`src/ibi_pkg.sv`:
```
// package for the instrument bus interface controller:
// bus command codes, address limits, reset values and the pin bundle.
// assumes bus lines arrive already in true-is-one sense.
package ibi_pkg;

    // ==========================================================
    // address setting
    localparam logic [4:0] IBI_ADDR_RESET = 5'h10;
    localparam logic [4:0] IBI_ADDR_MAX   = 5'h1E;

    // ==========================================================
    // bus command codes, seven bits, sent with attention true
    localparam logic [6:0] IBI_CMD_GTL    = 7'h01;
    localparam logic [6:0] IBI_CMD_SDC    = 7'h04;
    localparam logic [6:0] IBI_CMD_GET    = 7'h08;
    localparam logic [6:0] IBI_CMD_LLO    = 7'h11;
    localparam logic [6:0] IBI_CMD_DCL    = 7'h14;
    localparam logic [6:0] IBI_CMD_SPE    = 7'h18;
    localparam logic [6:0] IBI_CMD_SPD    = 7'h19;
    localparam logic [6:0] IBI_CMD_UNL    = 7'h3F;
    localparam logic [6:0] IBI_CMD_UNT    = 7'h5F;
    localparam logic [1:0] IBI_GRP_LISTEN = 2'h1;
    localparam logic [1:0] IBI_GRP_TALK   = 2'h2;

    // ==========================================================
    // status byte layout
    localparam int         IBI_STB_RQS    = 6;

    // ==========================================================
    // reset values
    localparam logic [7:0] IBI_BYTE_RESET = 8'h00;

    // ==========================================================
    // pin bundle as seen on the bus, one bit per line
    typedef struct packed {
        logic [7:0] dio;
        logic       atn;
        logic       ifc;
        logic       ren;
        logic       dav;
        logic       nrfd;
        logic       ndac;
        logic       eoi;
    } ibi_bus_t;

    localparam int IBI_BUS_W = $bits(ibi_bus_t);

    // pins this device may pull true; value and enable per line
    typedef struct packed {
        logic [7:0] dio;
        logic       dav;
        logic       nrfd;
        logic       ndac;
        logic       eoi;
    } ibi_drive_t;

endpackage

```
`src/ibi_sync.sv`:
```
// two-stage synchroniser for a group of asynchronous inputs.
// assumes the inputs are levels that stay put for several clocks.
`timescale 1ns/10ps
module ibi_sync #(
    parameter int W = 1
) (
    input  wire logic         ref_clk,
    input  wire logic         resetn,
    input  wire logic [W-1:0] async_in,
    output      logic [W-1:0] sync_out
);

    logic [W-1:0] meta_q;

    // ==========================================================
    // first stage is read only by the second
    always_ff @(posedge ref_clk or negedge resetn) begin
        if (!resetn) begin
            meta_q   <= '0;
            sync_out <= '0;
        end else begin
            meta_q   <= async_in;
            sync_out <= meta_q;
        end
    end

endmodule

```
`src/ibi_ctrl.sv`:
```
// instrument bus interface controller, device end.
// assumes bus lines are resolved outside from the enables below and
// arrive in true-is-one sense; panel and status ports are on ref_clk.
//
// Behaviour
// - address comes out of reset as 16
// - address writes accepted only in 0..30
// - remote only when listen-addressed with remote enable
// - talking allowed in local and remote
// - remote locks panel except local key
// - interface clear gives local, talker and listener idle
// - interface clear keeps settings and data
// - lockout disables local key until go-to-local
// - addressed go-to-local returns to local
// - device clear acts without addressing
// - clear pulses dev_clear, keeps settings
// - selective clear only when listen-addressed
// - trigger only when bus is trigger source
// - serial poll answers status byte once per poll enable, when talk-addressed
// - talker idle on untalk, listen address, clear
// - listener idle on unlisten, talk address, clear
`timescale 1ns/10ps
module ibi_ctrl
    import ibi_pkg::*;
(
    input  wire logic       ref_clk,
    input  wire logic       resetn,
    input  wire ibi_bus_t   bus_in,
    output      ibi_drive_t bus_out,
    output      ibi_drive_t bus_oe,
    output      logic       srq_oe,
    input  wire logic       addr_wr_en,
    input  wire logic [4:0] addr_wr_data,
    output      logic [4:0] addr_cur,
    output      logic       addr_reject,
    input  wire logic       local_key,
    input  wire logic       trig_src_bus,
    input  wire logic [7:0] status_byte,
    input  wire logic       service_req,
    input  wire logic [7:0] tx_data,
    input  wire logic       tx_eoi,
    input  wire logic       tx_valid,
    output      logic       tx_ready,
    output      logic [7:0] rx_data,
    output      logic       rx_eoi,
    output      logic       rx_valid,
    output      logic       remote_led,
    output      logic       talk_led,
    output      logic       listen_led,
    output      logic       panel_lock,
    output      logic       local_key_lock,
    output      logic       dev_clear,
    output      logic       trigger,
    output      logic       spoll_read
);

    typedef enum logic [0:0] {AH_READY, AH_HOLD} ibi_ah_t;
    typedef enum logic [1:0] {SH_IDLE, SH_SETTLE, SH_VALID} ibi_sh_t;

    ibi_bus_t   bus_s;
    logic [4:0] addr_q;
    logic       remote_q, llo_q, talk_q, listen_q, spoll_q, spoll_sent_q;
    ibi_ah_t    ah_q;
    ibi_sh_t    sh_q;
    logic [7:0] sh_data_q;
    logic       sh_eoi_q, sh_poll_q;
    logic [7:0] byte_q;
    logic       byte_atn_q, byte_eoi_q, take_q;
    logic       cmd_take, is_mla, is_mta, is_other_ta, ah_active;
    logic       sh_load_data, sh_load_poll;
    logic [6:0] cmd;

    // ==========================================================
    // bus inputs cross into ref_clk
    ibi_sync #(.W(IBI_BUS_W)) u_sync (
        .ref_clk  (ref_clk),
        .resetn   (resetn),
        .async_in (bus_in),
        .sync_out (bus_s)
    );

    // ==========================================================
    // address setting
    always_ff @(posedge ref_clk or negedge resetn) begin
        if (!resetn) begin
            addr_q      <= IBI_ADDR_RESET;
            addr_reject <= 1'b0;
        end else begin
            addr_reject <= addr_wr_en && (addr_wr_data > IBI_ADDR_MAX);
            if (addr_wr_en && (addr_wr_data <= IBI_ADDR_MAX)) begin
                addr_q <= addr_wr_data;
            end
        end
    end

    assign addr_cur = addr_q;

    // ==========================================================
    // acceptor handshake; outside interface clear, commands are always taken, data only when listening
    assign ah_active = bus_s.atn || listen_q;

    always_ff @(posedge ref_clk or negedge resetn) begin
        if (!resetn) begin
            ah_q       <= AH_READY;
            byte_q     <= IBI_BYTE_RESET;
            byte_atn_q <= 1'b0;
            byte_eoi_q <= 1'b0;
            take_q     <= 1'b0;
        end else begin
            take_q <= 1'b0;
            unique case (ah_q)
                AH_READY: begin
                    if (ah_active && bus_s.dav && !bus_s.ifc) begin
                        byte_q     <= bus_s.dio;
                        byte_atn_q <= bus_s.atn;
                        byte_eoi_q <= bus_s.eoi;
                        take_q     <= 1'b1;
                        ah_q       <= AH_HOLD;
                    end
                end
                AH_HOLD: begin
                    if (!bus_s.dav) begin
                        ah_q <= AH_READY;
                    end
                end
            endcase
        end
    end

    assign cmd         = byte_q[6:0];
    assign cmd_take    = take_q && byte_atn_q;
    assign is_mla      = cmd == {IBI_GRP_LISTEN, addr_q};
    assign is_mta      = cmd == {IBI_GRP_TALK, addr_q};
    assign is_other_ta = (cmd[6:5] == IBI_GRP_TALK) && !is_mta && (cmd != IBI_CMD_UNT);

    // data bytes go straight out; no buffer, the reader must keep up
    always_ff @(posedge ref_clk or negedge resetn) begin
        if (!resetn) begin
            rx_data  <= IBI_BYTE_RESET;
            rx_eoi   <= 1'b0;
            rx_valid <= 1'b0;
        end else begin
            rx_valid <= take_q && !byte_atn_q;
            if (take_q && !byte_atn_q) begin
                rx_data <= byte_q;
                rx_eoi  <= byte_eoi_q;
            end
        end
    end

    // ==========================================================
    // talker and listener addressing
    always_ff @(posedge ref_clk or negedge resetn) begin
        if (!resetn) begin
            talk_q   <= 1'b0;
            listen_q <= 1'b0;
        end else if (bus_s.ifc) begin
            talk_q   <= 1'b0;
            listen_q <= 1'b0;
        end else if (cmd_take) begin
            if (is_mta) begin
                talk_q   <= 1'b1;
                listen_q <= 1'b0;
            end else if (is_mla) begin
                listen_q <= 1'b1;
                talk_q   <= 1'b0;
            end else if (cmd == IBI_CMD_UNT || is_other_ta) begin
                talk_q <= 1'b0;
            end else if (cmd == IBI_CMD_UNL) begin
                listen_q <= 1'b0;
            end
        end
    end

    // ==========================================================
    // remote, local and lockout
    always_ff @(posedge ref_clk or negedge resetn) begin
        if (!resetn) begin
            remote_q <= 1'b0;
            llo_q    <= 1'b0;
        end else if (!bus_s.ren) begin
            remote_q <= 1'b0;
            llo_q    <= 1'b0;
        end else if (bus_s.ifc) begin
            remote_q <= 1'b0;
        end else if (cmd_take && is_mla) begin
            remote_q <= 1'b1;
        end else if (cmd_take && cmd == IBI_CMD_GTL && listen_q) begin
            remote_q <= 1'b0;
            llo_q    <= 1'b0;
        end else if (cmd_take && cmd == IBI_CMD_LLO) begin
            llo_q <= 1'b1;
        end else if (local_key && !llo_q) begin
            remote_q <= 1'b0;
        end
    end

    assign remote_led     = remote_q;
    assign talk_led       = talk_q;
    assign listen_led     = listen_q;
    assign panel_lock     = remote_q || llo_q;
    assign local_key_lock = llo_q;

    // ==========================================================
    // universal and addressed actions; settings and address untouched
    always_ff @(posedge ref_clk or negedge resetn) begin
        if (!resetn) begin
            dev_clear <= 1'b0;
            trigger   <= 1'b0;
            spoll_q   <= 1'b0;
        end else begin
            dev_clear <= cmd_take && ((cmd == IBI_CMD_DCL)
                         || (cmd == IBI_CMD_SDC && listen_q));
            trigger   <= cmd_take && cmd == IBI_CMD_GET && listen_q
                         && trig_src_bus;
            if (bus_s.ifc || (cmd_take && cmd == IBI_CMD_SPD)) begin
                spoll_q <= 1'b0;
            end else if (cmd_take && cmd == IBI_CMD_SPE) begin
                spoll_q <= 1'b1;
            end
        end
    end

    // ==========================================================
    // source handshake; poll answers one status byte per poll enable
    assign sh_load_poll = talk_q && spoll_q && !spoll_sent_q && !bus_s.atn;
    assign sh_load_data = talk_q && !spoll_q && !bus_s.atn && tx_valid;
    assign tx_ready     = (sh_q == SH_IDLE) && talk_q && !spoll_q && !bus_s.atn;

    always_ff @(posedge ref_clk or negedge resetn) begin
        if (!resetn) begin
            sh_q         <= SH_IDLE;
            sh_data_q    <= IBI_BYTE_RESET;
            sh_eoi_q     <= 1'b0;
            sh_poll_q    <= 1'b0;
            spoll_sent_q <= 1'b0;
            spoll_read   <= 1'b0;
        end else begin
            spoll_read <= 1'b0;
            if (cmd_take && cmd == IBI_CMD_SPE) begin
                spoll_sent_q <= 1'b0;
            end
            if (bus_s.atn || bus_s.ifc || !talk_q) begin
                sh_q <= SH_IDLE;
            end else begin
                unique case (sh_q)
                    SH_IDLE: begin
                        if (sh_load_poll) begin
                            sh_data_q <= status_byte;
                            sh_data_q[IBI_STB_RQS] <= service_req;
                            sh_eoi_q  <= 1'b0;
                            sh_poll_q <= 1'b1;
                            sh_q      <= SH_SETTLE;
                        end else if (sh_load_data) begin
                            sh_data_q <= tx_data;
                            sh_eoi_q  <= tx_eoi;
                            sh_poll_q <= 1'b0;
                            sh_q      <= SH_SETTLE;
                        end
                    end
                    SH_SETTLE: begin
                        if (!bus_s.nrfd) begin
                            sh_q <= SH_VALID;
                        end
                    end
                    SH_VALID: begin
                        if (!bus_s.ndac) begin
                            sh_q <= SH_IDLE;
                            if (sh_poll_q) begin
                                spoll_sent_q <= 1'b1;
                                spoll_read   <= 1'b1;
                            end
                        end
                    end
                endcase
            end
        end
    end

    // ==========================================================
    // pin drive; every driven line is pulled true
    always_comb begin
        bus_out      = '0;
        bus_oe       = '0;
        bus_out.dio  = sh_data_q;
        bus_oe.dio   = (sh_q != SH_IDLE) ? sh_data_q : 8'h00;
        bus_out.dav  = 1'b1;
        bus_oe.dav   = sh_q == SH_VALID;
        bus_out.eoi  = 1'b1;
        bus_oe.eoi   = (sh_q != SH_IDLE) && sh_eoi_q;
        bus_out.nrfd = 1'b1;
        bus_oe.nrfd  = ah_active && ah_q == AH_HOLD;
        bus_out.ndac = 1'b1;
        bus_oe.ndac  = ah_active && ah_q == AH_READY;
    end

    assign srq_oe = service_req && !spoll_q;
endmodule

```
`config.mk`:
```
export PLATFORM = sky130hd
export DESIGN_NAME = ibi_ctrl
export DESIGN_NICKNAME = d
export VERILOG_FILES = /design/src/ibi_pkg.sv /design/src/ibi_sync.sv /design/src/ibi_ctrl.sv
export SDC_FILE = /design/constraint.sdc
export NUM_CORES = 1
export LEC_CHECK = 0
export ABC_AREA = 1
export BUFFER_PORTS_ARGS = -buffer_cell sky130_fd_sc_hd__buf_2
export CAP_MARGIN = 20
export CORE_MARGIN = 5
export CORE_UTILIZATION = 50
export DETAILED_ROUTE_END_ITERATION = 12
export GPL_TIMING_DRIVEN = 0
export PLACE_DENSITY_LB_ADDON = 0.25
export SYNTH_ARGS = -nofsm -noshare
export SYNTH_HDL_FRONTEND = slang
export SYNTH_HIERARCHICAL = 1
export SYNTH_SLANG_ARGS = --single-unit
```
`constraint.sdc`:
```
create_clock -name ref_clk -period 1.6 [get_ports ref_clk]
set_input_delay 0.16 -clock ref_clk [delete_from_list [all_inputs] [get_ports ref_clk]]
set_output_delay 0.16 -clock ref_clk [all_outputs]
set_load 0.005 [all_outputs]
```
==> results.py, run 1 <==
metrics = {
    "grt": {
        "antenna_found_initial": 0,
        "grt_max_degree": 55,
        "grt_pass1_wl_mm": 11.4,
        "grtUsageTotal_pct": 16.9,
        "grt_pass1_vias": 2539,
        "grt-ovfl-total": 0,
    },
    "cts": {
        "cts_root_buffer": "clkbuf_8",
        "cts_tree": "done",
        "clock_latency_ns": 0.34,
        "cts_buffer_depth": 2,
        "cts_sinks": 79,
        "numCtsBuffers": 9,
        "cts.htree.levels": 3,
        "clk_pin_slew_ns": 0.08,
    },
    "yosys": {
        "syn_area_um2": 3210,
        "yosys_register_bits": 79,
        "ys_types": 31,
        "ys_warn_count": 6,
        "avgSynthCellArea_um2": 9.68,
        "synth-seq-area-share_pct": 61.5,
        "syn_inst": 332,
    },
    "setup_path": {
        "critPathKind": "reg2out",
        "cp_max_fo": 3,
        "worstSetupPathDepth": 6,
        "reg2reg_slack_ns": 0.13,
        "cp.buffers_inverters": 3,
        "crit_path_max_incr_delay_ns": 0.39,
        "path_cells": "inv_2 > ha_4 > buf_8 > nand2_4 > nor3_2 > buf_2",
        "crit_path_start_kind": "flip-flop",
        "cp-end-kind": "output pin",
        "required_ns": 1.44,
        "cp-endpoint": "tx_ready",
        "regToRegEndpoint": "sh_poll_q",
        "crit_path_start": "sh_q[0]",
        "reg2reg_from": "talk_led",
        "critical_path_arrival_ns": 1.39,
        "r2r_cells": 7,
        "critPathTopFamily": "flip-flops",
        "cp_slowest_cell": "dfrtp_1",
    },
    "route": {
        "vias": 2674,
        "finalWirelength_mm": 6.87,
        "wl_per_cell_um": 12.6,
        "route.detailed.drc": 0,
        "drtIter0Drc": 99,
        "postRouteAntennaNets": 0,
        "vias_per_cell": 4.92,
        "first_pass_iters": 4,
    },
    "timing": {
        "rsz0062_at_grt": "true",
        "max_freq_ghz": 0.644,
        "hold_viol_final": 0,
        "setup_viol": 0,
        "slew_violations": 0,
        "clock_skew_ns": 0.00976,
        "timing.hold.ws_ns": 0.0588,
        "fin_crit_sh_pct": 97.1,
        "min_period_ns": 1.55,
        "fin_tns_setup_ns": 0,
    },
    "floorplanning": {
        "rows": 29,
        "fp.dieH_um": 90.2,
        "coreArea_um2": 6310,
        "start_util_pct": 50.9,
        "fp.dieW_um": 90.2,
        "ios": 94,
        "dieArea_um2": 8130,
    },
    "power_and_ir_drop": {
        "powerDensity_nw_per_um2": 1050,
        "ir_worst_vdd_v": 0.000886,
        "power_leakage_nw": 2.27,
        "power_mw": 4.54,
    },
    "placement": {
        "place_congestion": 0.880,
        "io_buffer_count": 88,
        "place_area_um2": 3790,
        "dpl.hpwl_mm": 4.92,
    },
    "final_layout": {
        "layout-drive-gt1-share_pct": 34.5,
        "final_area_um2": 4330,
        "n_antenna_cell": 0,
        "fill_cells": 506,
        "fin_util_pct": 68.5,
        "fin_nets": 508,
        "synthToLayoutAreaGrowth_pct": 34.6,
    },
    "run_status": {
        "outcome": "finished clean",
    },
    "min_path": {
        "hold_path.class": "in2reg",
    },
    "flow_run": {
        "maxCapViolations": 0,
    },
}
[worst reg2reg max path: stages, from the launching register on]
cell,delay (ns)
dfrtp_1,0.46
nand2_2,0.12
inv_2,0.11
nand3_4,0.14
a21oi_4,0.19
buf_4,0.14
buf_12,0.13
o32ai_2,0.07
[metrics by stage]
step                setup slack [ns]  std cells
floorplan                      0.273        335
global placement              -0.131        500
detailed placement           -0.0891        501
CTS                          -0.0316        539
global route                -0.00677        543
finish                        0.0462        543
[state kept, by name, indices dropped and copies added (netlist names), 2 cells and up]
signal and count:
sh_q 2, u_sync/sync_out 15, sh_data_q 8, u_sync/meta_q 15
rx_data 8, addr_cur 5, byte_q 8
[how the worst min path moves through the flow]
stage               from          endpoint  slack, ns  cells past startpoint
2_1_floorplan     resetn       addr_cur[0]      -0.14                      0
3_3_place_gp   bus_in[3]  u_sync/meta_q[3]       0.27                      1
3_5_place_dp      resetn        rx_data[0]        0.1                      1
4_1_cts           tx_eoi          sh_eoi_q       0.05                      3
5_1_grt           tx_eoi          sh_eoi_q       0.07                      3
6_report          tx_eoi          sh_eoi_q       0.06                      3
[cells in the mapped netlist, drive strengths merged]
cell type | instances | share of area [%]
conb | 1 | 0.12
nor4 | 1 | 0.19
o21ai | 36 | 6.7
dfrtp | 78 | 61
buf | 7 | 1.9
inv | 48 | 5.6
o211ai | 7 | 1.6
o32ai | 1 | 0.51
o21bai | 1 | 0.23
nand4 | 3 | 0.58
nor3b | 1 | 0.23
nor3 | 4 | 0.62
or2 | 1 | 0.19
nand3 | 16 | 3.3
nor2 | 35 | 4.2
clkbuf | 2 | 0.23
clkinv | 1 | 0.12
dfstp | 1 | 0.82
nand3b | 2 | 0.47
nand2 | 75 | 8.9
ha | 3 | 1.2
a21oi | 8 | 1.6
[repair_timing]
item	4_1_cts	5_1_grt
hold endpoints to repair	40	0
hold buffers	16	0
setup buffers	6	4
endpoints found under the setup margin	10	23
pin swaps	2	5
resized for setup	9	14
[where the power goes]
group	switching, mW	leakage, nW	internal [mW]
combinational	0.334	1.18	0.253
sequential	0.106	0.970	2.18
clock	0.763	0.115	0.901
[per-layer routing]
metal / share of wire [%] / track usage, % / up-vias
met5: 0 / 0 / -
met4: 1.5 / 7.20 / 0
met3: 7.6 / 4.92 / 11
met2: 46 / 26.3 / 94
met1: 45 / 22.2 / 1264
li1: - / - / 1305
[layout make-up]
cell class	count	area [um^2]	area share, %
Timing Repair Buffer	115	713	16.5
Clock buffer	9	124	2.86
Buffer	9	81.3	1.88
Inverter	49	184	4.25
Sequential cell	79	1980	45.7
Multi-Input combinational cell	198	1050	24.2
Clock inverter	7	104	2.40
Tap cell	77	96.3	2.23
[placed cells by master (no fill, tap or decap), types with 2 or more instances in the layout]
| cell type | count |
|---|---|
| o211ai_1 | 7 |
| o21ai_0 | 15 |
| buf_2 | 88 |
| inv_2 | 10 |
| nand2_2 | 2 |
| inv_6 | 3 |
| nor3_1 | 3 |
| nand2_1 | 72 |
| nand3_4 | 2 |
| nor2_1 | 27 |
| dlygate4sd3_1 | 16 |
| ha_1 | 2 |
| buf_6 | 2 |
| nand3_1 | 14 |
| clkbuf_8 | 9 |
| a21oi_1 | 7 |
| nor2_2 | 6 |
| clkinv_4 | 2 |
| bufinv_16 | 2 |
| o21ai_1 | 12 |
| nand3b_1 | 2 |
| inv_1 | 39 |
| buf_4 | 14 |
| nor2_4 | 2 |
| nand4_1 | 3 |
| dfrtp_1 | 78 |
| conb_1 | 4 |
| o21ai_2 | 9 |
[cell families after synthesis]
logic type	Yosys count	synth area share, %
AND/OR/NAND/NOR	138	18.6
adder cells (fa/ha/maj)	3	1.17
AO/OA/AOI/OAI	53	10.6
flip-flops	79	61.5
buffers and inverters	58	7.90
other	1	0.117
(Power assumes the default switching activity.)
==> run 2, diff against run 1 <==
--- a/config.mk
+++ b/config.mk
@@ -9,7 +9,7 @@
 export BUFFER_PORTS_ARGS = -buffer_cell sky130_fd_sc_hd__buf_2
 export CAP_MARGIN = 20
 export CORE_MARGIN = 5
-export CORE_UTILIZATION = 50
+export CORE_UTILIZATION = 51
 export DETAILED_ROUTE_END_ITERATION = 12
 export GPL_TIMING_DRIVEN = 0
 export PLACE_DENSITY_LB_ADDON = 0.25
==> run 2 against run 1 <==
Net effect: sequential power barely moved; worst setup slack got worse by 0.029 ns; maximum frequency fell by 1.9%; combinational power fell by 1%; final area fell by 0.84%; clock power fell by 10%; utilization rose by 0.22 points; critical endpoint is now bus_oe[4].
==> results.py, run 2 (synthesis gave the netlist of run 1 again) <==
metrics = {
    "run_status": {
        "outcome": "finished clean",
    },
    "route": {
        "finalWirelength_mm": 6.83,
        "drtIter0Drc": 139,
        "route.detailed.drc": 0,
        "vias": 2581,
        "wl_met2_mm": 3.27,
        "met3WireLength_um": 498,
        "highest_layer": "met4",
        "wirelength_met1_mm": 2.95,
        "postRouteAntennaNets": 0,
        "first_pass_iters": 4,
        "vias_per_cell": 4.80,
        "wl_per_cell_um": 12.7,
    },
    "power_and_ir_drop": {
        "power_leakage_nw": 2.24,
        "powerDensity_nw_per_um2": 1020,
        "power_mw": 4.36,
        "ir_worst_vdd_v": 0.000878,
    },
    "cts": {
        "cts_tree": "done",
        "cts_sinks": 79,
        "clk_pin_slew_ns": 0.08,
        "cts_buffer_depth": 2,
        "numCtsBuffers": 9,
        "cts_root_buffer": "clkbuf_8",
        "cts.htree.levels": 3,
        "clock_latency_ns": 0.34,
    },
    "setup_path": {
        "cp_slowest_cell": "dfrtp_1",
        "regToRegEndpoint": "sh_poll_q",
        "reg2reg_slack_ns": 0.11,
        "critical_path_arrival_ns": 1.42,
        "reg2reg_from": "u_sync/sync_out[6]",
        "cp-end-kind": "output pin",
        "r2r_cells": 8,
        "required_ns": 1.44,
        "cp_max_fo": 5,
        "crit_path_start_kind": "flip-flop",
        "critPathKind": "reg2out",
        "path_cells": "inv_2 > ha_4 > buf_8 > buf_12 > nor2_2 > buf_2",
        "crit_path_max_incr_delay_ns": 0.37,
    },
    "timing": {
        "fin_crit_sh_pct": 99.0,
        "timing.slew.headroom_pct": 65.6,
        "slew_violations": 0,
        "min_period_ns": 1.58,
        "hold_viol_final": 0,
        "max_freq_ghz": 0.632,
        "clock_skew_ns": 0.00715,
        "worst_pin_slew_ns": 0.516,
        "setup_viol": 0,
        "rsz0062_at_grt": "true",
    },
    "grt": {
        "grtUsageTotal_pct": 18.4,
        "grt_pass1_vias": 2387,
        "grt_pass1_wl_mm": 11.3,
        "antenna_found_initial": 0,
        "grt-ovfl-total": 0,
        "grt_max_degree": 42,
    },
    "floorplanning": {
        "start_util_pct": 51.5,
        "fp.dieH_um": 89.4,
        "coreArea_um2": 6240,
        "rows": 29,
        "dieArea_um2": 7990,
        "fp.dieW_um": 89.4,
        "ios": 94,
    },
    "final_layout": {
        "final_common_cell": "buf_2",
        "n_antenna_cell": 0,
        "layout_common_cells": "buf_2, dfrtp_1, nand2_1",
        "layout-drive-gt1-share_pct": 33.6,
        "fin_util_pct": 68.7,
        "synthToLayoutAreaGrowth_pct": 33.5,
        "fin_nets": 503,
        "reg.largest.list": "u_sync/meta_q: 15 flops, u_sync/sync_out: 15 flops",
    },
    "min_path": {
        "hold_path.class": "in2reg",
        "hold_depth": 3,
        "min-delay-start": "addr_wr_data[4]",
        "holdPathEnd": "addr_cur[4]",
    },
    "placement": {
        "io_buffer_count": 88,
        "place_congestion": 0.839,
        "dpl.hpwl_mm": 4.87,
    },
    "flow_run": {
        "maxCapViolations": 0,
    },
}
[run 2: cell types whose count changed in the layout (fill, tap and decap cells not counted), moves of 2 or more]
cell    change
buf_4       -5
buf_6       -2
nor2_4      +2
inv_6       -2
nor2_2      -2
buf_12      +2
[run 2: worst max-delay path by stage]
| stage | startpoint | end | slack [ns] |
|---|---|---|---|
| after global routing | sh_q[1] | bus_oe[4] | -0.06 |
| after floorplan | u_sync/sync_out[6] | sh_poll_q | 0.27 |
| final | sh_q[1] | bus_oe[4] | 0.02 |
| after global placement | resetn | u_sync/meta_q[2] | -0.13 |
| after detailed placement | sh_q[1] | tx_ready | 0.03 |
| after CTS | sh_q[1] | bus_oe[0] | 0.006 |
[run 2: repair_timing]
item / 4_1_cts / 5_1_grt
endpoints found under the setup margin: 10 / 20
hold endpoints to repair: 54 / 0
setup buffers: 1 / 3
pin swaps: 0 / 6
hold buffers: 16 / 0
gates resized for setup: 7 / 14
cloned: 0 / 1
[run 2: metrics by stage]
stage / instance area (um^2) / std cells / TNS [ns] / setup slack, ns / hold slack [ns]
finish: 4290 / 538 / 0 / 0.0167 / 0.0671
global route: 4290 / 538 / -0.418 / -0.0598 / 0.0634
floorplan: 3230 / 335 / 0 / 0.273 / -0.136
CTS: 4190 / 534 / 0 / 0.00580 / 0.0532
detailed placement: 3780 / 501 / 0 / 0.0304 / 0.167
global placement: 3760 / 500 / -10.08 / -0.133 / 0.268
[run 2: area by class of cell]
type	count	area [um^2]
Buffer	9	81.3
Clock buffer	10	138
Clock inverter	6	68.8
Fill cell	491	1950
Inverter	49	184
Multi-Input combinational cell	198	1050
Sequential cell	79	1980
Tap cell	77	96.3
Timing Repair Buffer	110	691
[run 2: layer usage]
metal,GRT usage (%),vias up
met1,24.3,1200
met3,4.61,10
met2,28.8,73
met5,0,-
met4,8.12,0
li1,-,1298
[run 2: critical path: cells and delay by family, from the launching register on]
family	cells	cell delay [ns]
adder cells (fa/ha/maj)	1	0.17
AND/OR/NAND/NOR	1	0.10
buffers and inverters	4	0.43
flip-flops	1	0.37
[run 2: power breakdown]
part | internal [mW] | switching (mW)
Combinational | 0.251 | 0.330
Sequential | 2.18 | 0.107
Clock | 0.771 | 0.722
Total | 3.20 | 1.16
==> run 3, diff against run 2 <==
--- a/config.mk
+++ b/config.mk
@@ -9,7 +9,7 @@
 export BUFFER_PORTS_ARGS = -buffer_cell sky130_fd_sc_hd__buf_2
 export CAP_MARGIN = 20
 export CORE_MARGIN = 5
-export CORE_UTILIZATION = 51
+export CORE_UTILIZATION = 55
 export DETAILED_ROUTE_END_ITERATION = 12
 export GPL_TIMING_DRIVEN = 0
 export PLACE_DENSITY_LB_ADDON = 0.25
@@ -17,3 +17,4 @@
 export SYNTH_HDL_FRONTEND = slang
 export SYNTH_HIERARCHICAL = 1
 export SYNTH_SLANG_ARGS = --single-unit
+export TNS_END_PERCENT = 100
==> constraint.sdc (replaced) <==
create_clock -name ref_clk -period 1.98 [get_ports ref_clk]
set_input_delay 0.198 -clock ref_clk [delete_from_list [all_inputs] [get_ports ref_clk]]
set_output_delay 0.198 -clock ref_clk [all_outputs]
set_load 0.005 [all_outputs]
==> run 3 against run 2 <==
Net effect: sequential cell count stayed put; register-to-register slack better by 0.30 ns; total power is 21% lower; utilization is 4.9 points higher; cell count is 1.9% lower; count of clock-buffer cells in the layout stayed put; routed wire length is 0.10% higher; critical path type unchanged; largest power group unchanged.
==> results.py, run 3 (synthesis gave the netlist of run 1 again) <==
metrics = {
    "power_and_ir_drop": {
        "p_int_mw": 2.54,
        "seqPwrFrac_pct": 53.4,
        "combPwrFrac_pct": 13.5,
        "pwr-share-clk_pct": 33.1,
        "power_switching_mw": 0.918,
        "switching_share_pct": 26.5,
        "powerDensity_nw_per_um2": 838,
        "power_leakage_nw": 2.18,
        "power_mw": 3.46,
        "ir_worst_vdd_v": 0.000523,
    },
    "route": {
        "vias_per_cell": 4.82,
        "drtIter0Drc": 126,
        "route.detailed.drc": 0,
        "first_pass_iters": 4,
        "postRouteAntennaNets": 0,
        "finalWirelength_mm": 6.84,
        "vias": 2544,
        "wl_per_cell_um": 13.0,
    },
    "placement": {
        "io_buffer_count": 88,
        "place_congestion": 0.842,
        "dp.cells": 496,
        "dpl.hpwl_mm": 5.04,
        "place_area_um2": 3780,
        "place_ws_ns": 0.301,
    },
    "floorplanning": {
        "start_util_pct": 57.3,
        "fp.dieW_um": 86.4,
        "dieArea_um2": 7470,
        "ios": 94,
        "coreArea_um2": 5610,
        "rows": 27,
        "fp.dieH_um": 86.4,
    },
    "setup_path": {
        "crit_path_max_incr_delay_ns": 0.38,
        "regToRegEndpoint": "sh_poll_q",
        "critical_path_arrival_ns": 1.62,
        "required_ns": 1.78,
        "reg2reg_slack_ns": 0.41,
        "cp-end-kind": "output pin",
        "critPathKind": "reg2out",
        "cp_slowest_cell": "dfrtp_1",
        "reg2reg_from": "u_sync/sync_out[6]",
        "r2r_cells": 7,
        "cp_max_fo": 10,
        "crit_path_start_kind": "flip-flop",
        "critPathTopFamily": "buffers and inverters",
        "cp_common_cell": "buf_2",
        "path_cells": "inv_1 > ha_1 > buf_2 > nand2_1 > nor3_1 > buf_2",
        "crit_path_start": "sh_q[0]",
        "cp.buffers_inverters": 3,
    },
    "min_path": {
        "hold_path.class": "in2reg",
        "hold_depth": 3,
        "min-delay-start": "tx_eoi",
        "holdPathEnd": "sh_eoi_q",
    },
    "cts": {
        "clk_pin_slew_ns": 0.07,
        "cts_tree": "done",
        "clock_latency_ns": 0.34,
        "cts_root_buffer": "clkbuf_8",
        "cts_sinks": 79,
        "numCtsBuffers": 9,
        "cts.htree.levels": 3,
        "cts_buffer_depth": 2,
    },
    "final_layout": {
        "reg.largest.list": "u_sync/meta_q: 15 flops, u_sync/sync_out: 15 flops",
        "fin_nets": 498,
        "n_antenna_cell": 0,
        "final_area_um2": 4130,
        "fin_util_pct": 73.6,
        "fin_cells": 528,
        "synthToLayoutAreaGrowth_pct": 28.5,
        "layout_common_cells": "buf_2, dfrtp_1, nand2_1",
        "final_common_cell": "buf_2",
        "layout-drive-gt1-share_pct": 30.0,
    },
    "timing": {
        "min_period_ns": 1.82,
        "setup_viol": 0,
        "finalWorstSetupSlack_ns": 0.160,
        "timing.hold.ws_ns": 0.104,
        "rsz0062_at_grt": "false",
        "clock_skew_ns": 0.00608,
        "max_freq_ghz": 0.549,
        "fin_tns_setup_ns": 0,
        "fin_crit_sh_pct": 91.9,
        "hold_viol_final": 0,
        "slew_violations": 0,
    },
    "flow_run": {
        "maxCapViolations": 0,
    },
    "grt": {
        "antenna_found_initial": 0,
        "grt_max_degree": 42,
        "grtUsageTotal_pct": 19.6,
        "grt_pass1_wl_mm": 11.5,
        "grt_pass1_vias": 2444,
        "grt-ovfl-total": 0,
    },
    "run_status": {
        "outcome": "finished clean",
    },
}
==> run 3: area by class of cell <==
cell class / count / area, um^2
Fill cell: 429 / 1480
Timing Repair Buffer: 105 / 623
Tap cell: 72 / 90.1
Buffer: 9 / 71.3
Sequential cell: 79 / 1980
Clock buffer: 10 / 128
Multi-Input combinational cell: 198 / 993
Clock inverter: 6 / 61.3
Inverter: 49 / 184
==> run 3: what timing repair did <==
action                                  4_1_cts  5_1_grt
endpoints found under the hold margin        53        0
hold buffers                                 16        0
pin swaps                                     0        0
endpoints found under the setup margin        1        1
resized for setup                             1        1
setup buffers                                 0        0
==> run 3: worst max path at each step <==
stage               cells past startpoint  slack (ns)                to
detailed placement                      6        0.30          tx_ready
global placement                        1        0.24  u_sync/meta_q[2]
global route                            6        0.02          tx_ready
floorplan                               7        0.65         sh_poll_q
finish                                  6        0.16          tx_ready
CTS                                     6        0.11          tx_ready
==> run 3: worst min-delay path, stage by stage <==
cell,delay (ns)
buf_2,0.07
nand3_1,0.07
o21ai_2,0.06
==> run 3: power by group through the flow <==
stage	Combinational, mW	Clock, mW	Sequential, mW
finish	0.468	1.15	1.85
global route	0.537	1.24	1.87
CTS	0.472	1.18	1.85
detailed placement	0.447	0	1.88
global placement	0.425	0	1.87
floorplan	0.220	0	1.88
==> run 3: routing by layer <==
layer | GRT usage [%] | wire length [um]
met1 | 27.4 | 3070
met2 | 29.8 | 3110
met3 | 3.61 | 503
met4 | 9.49 | 162
met5 | 0 | 0
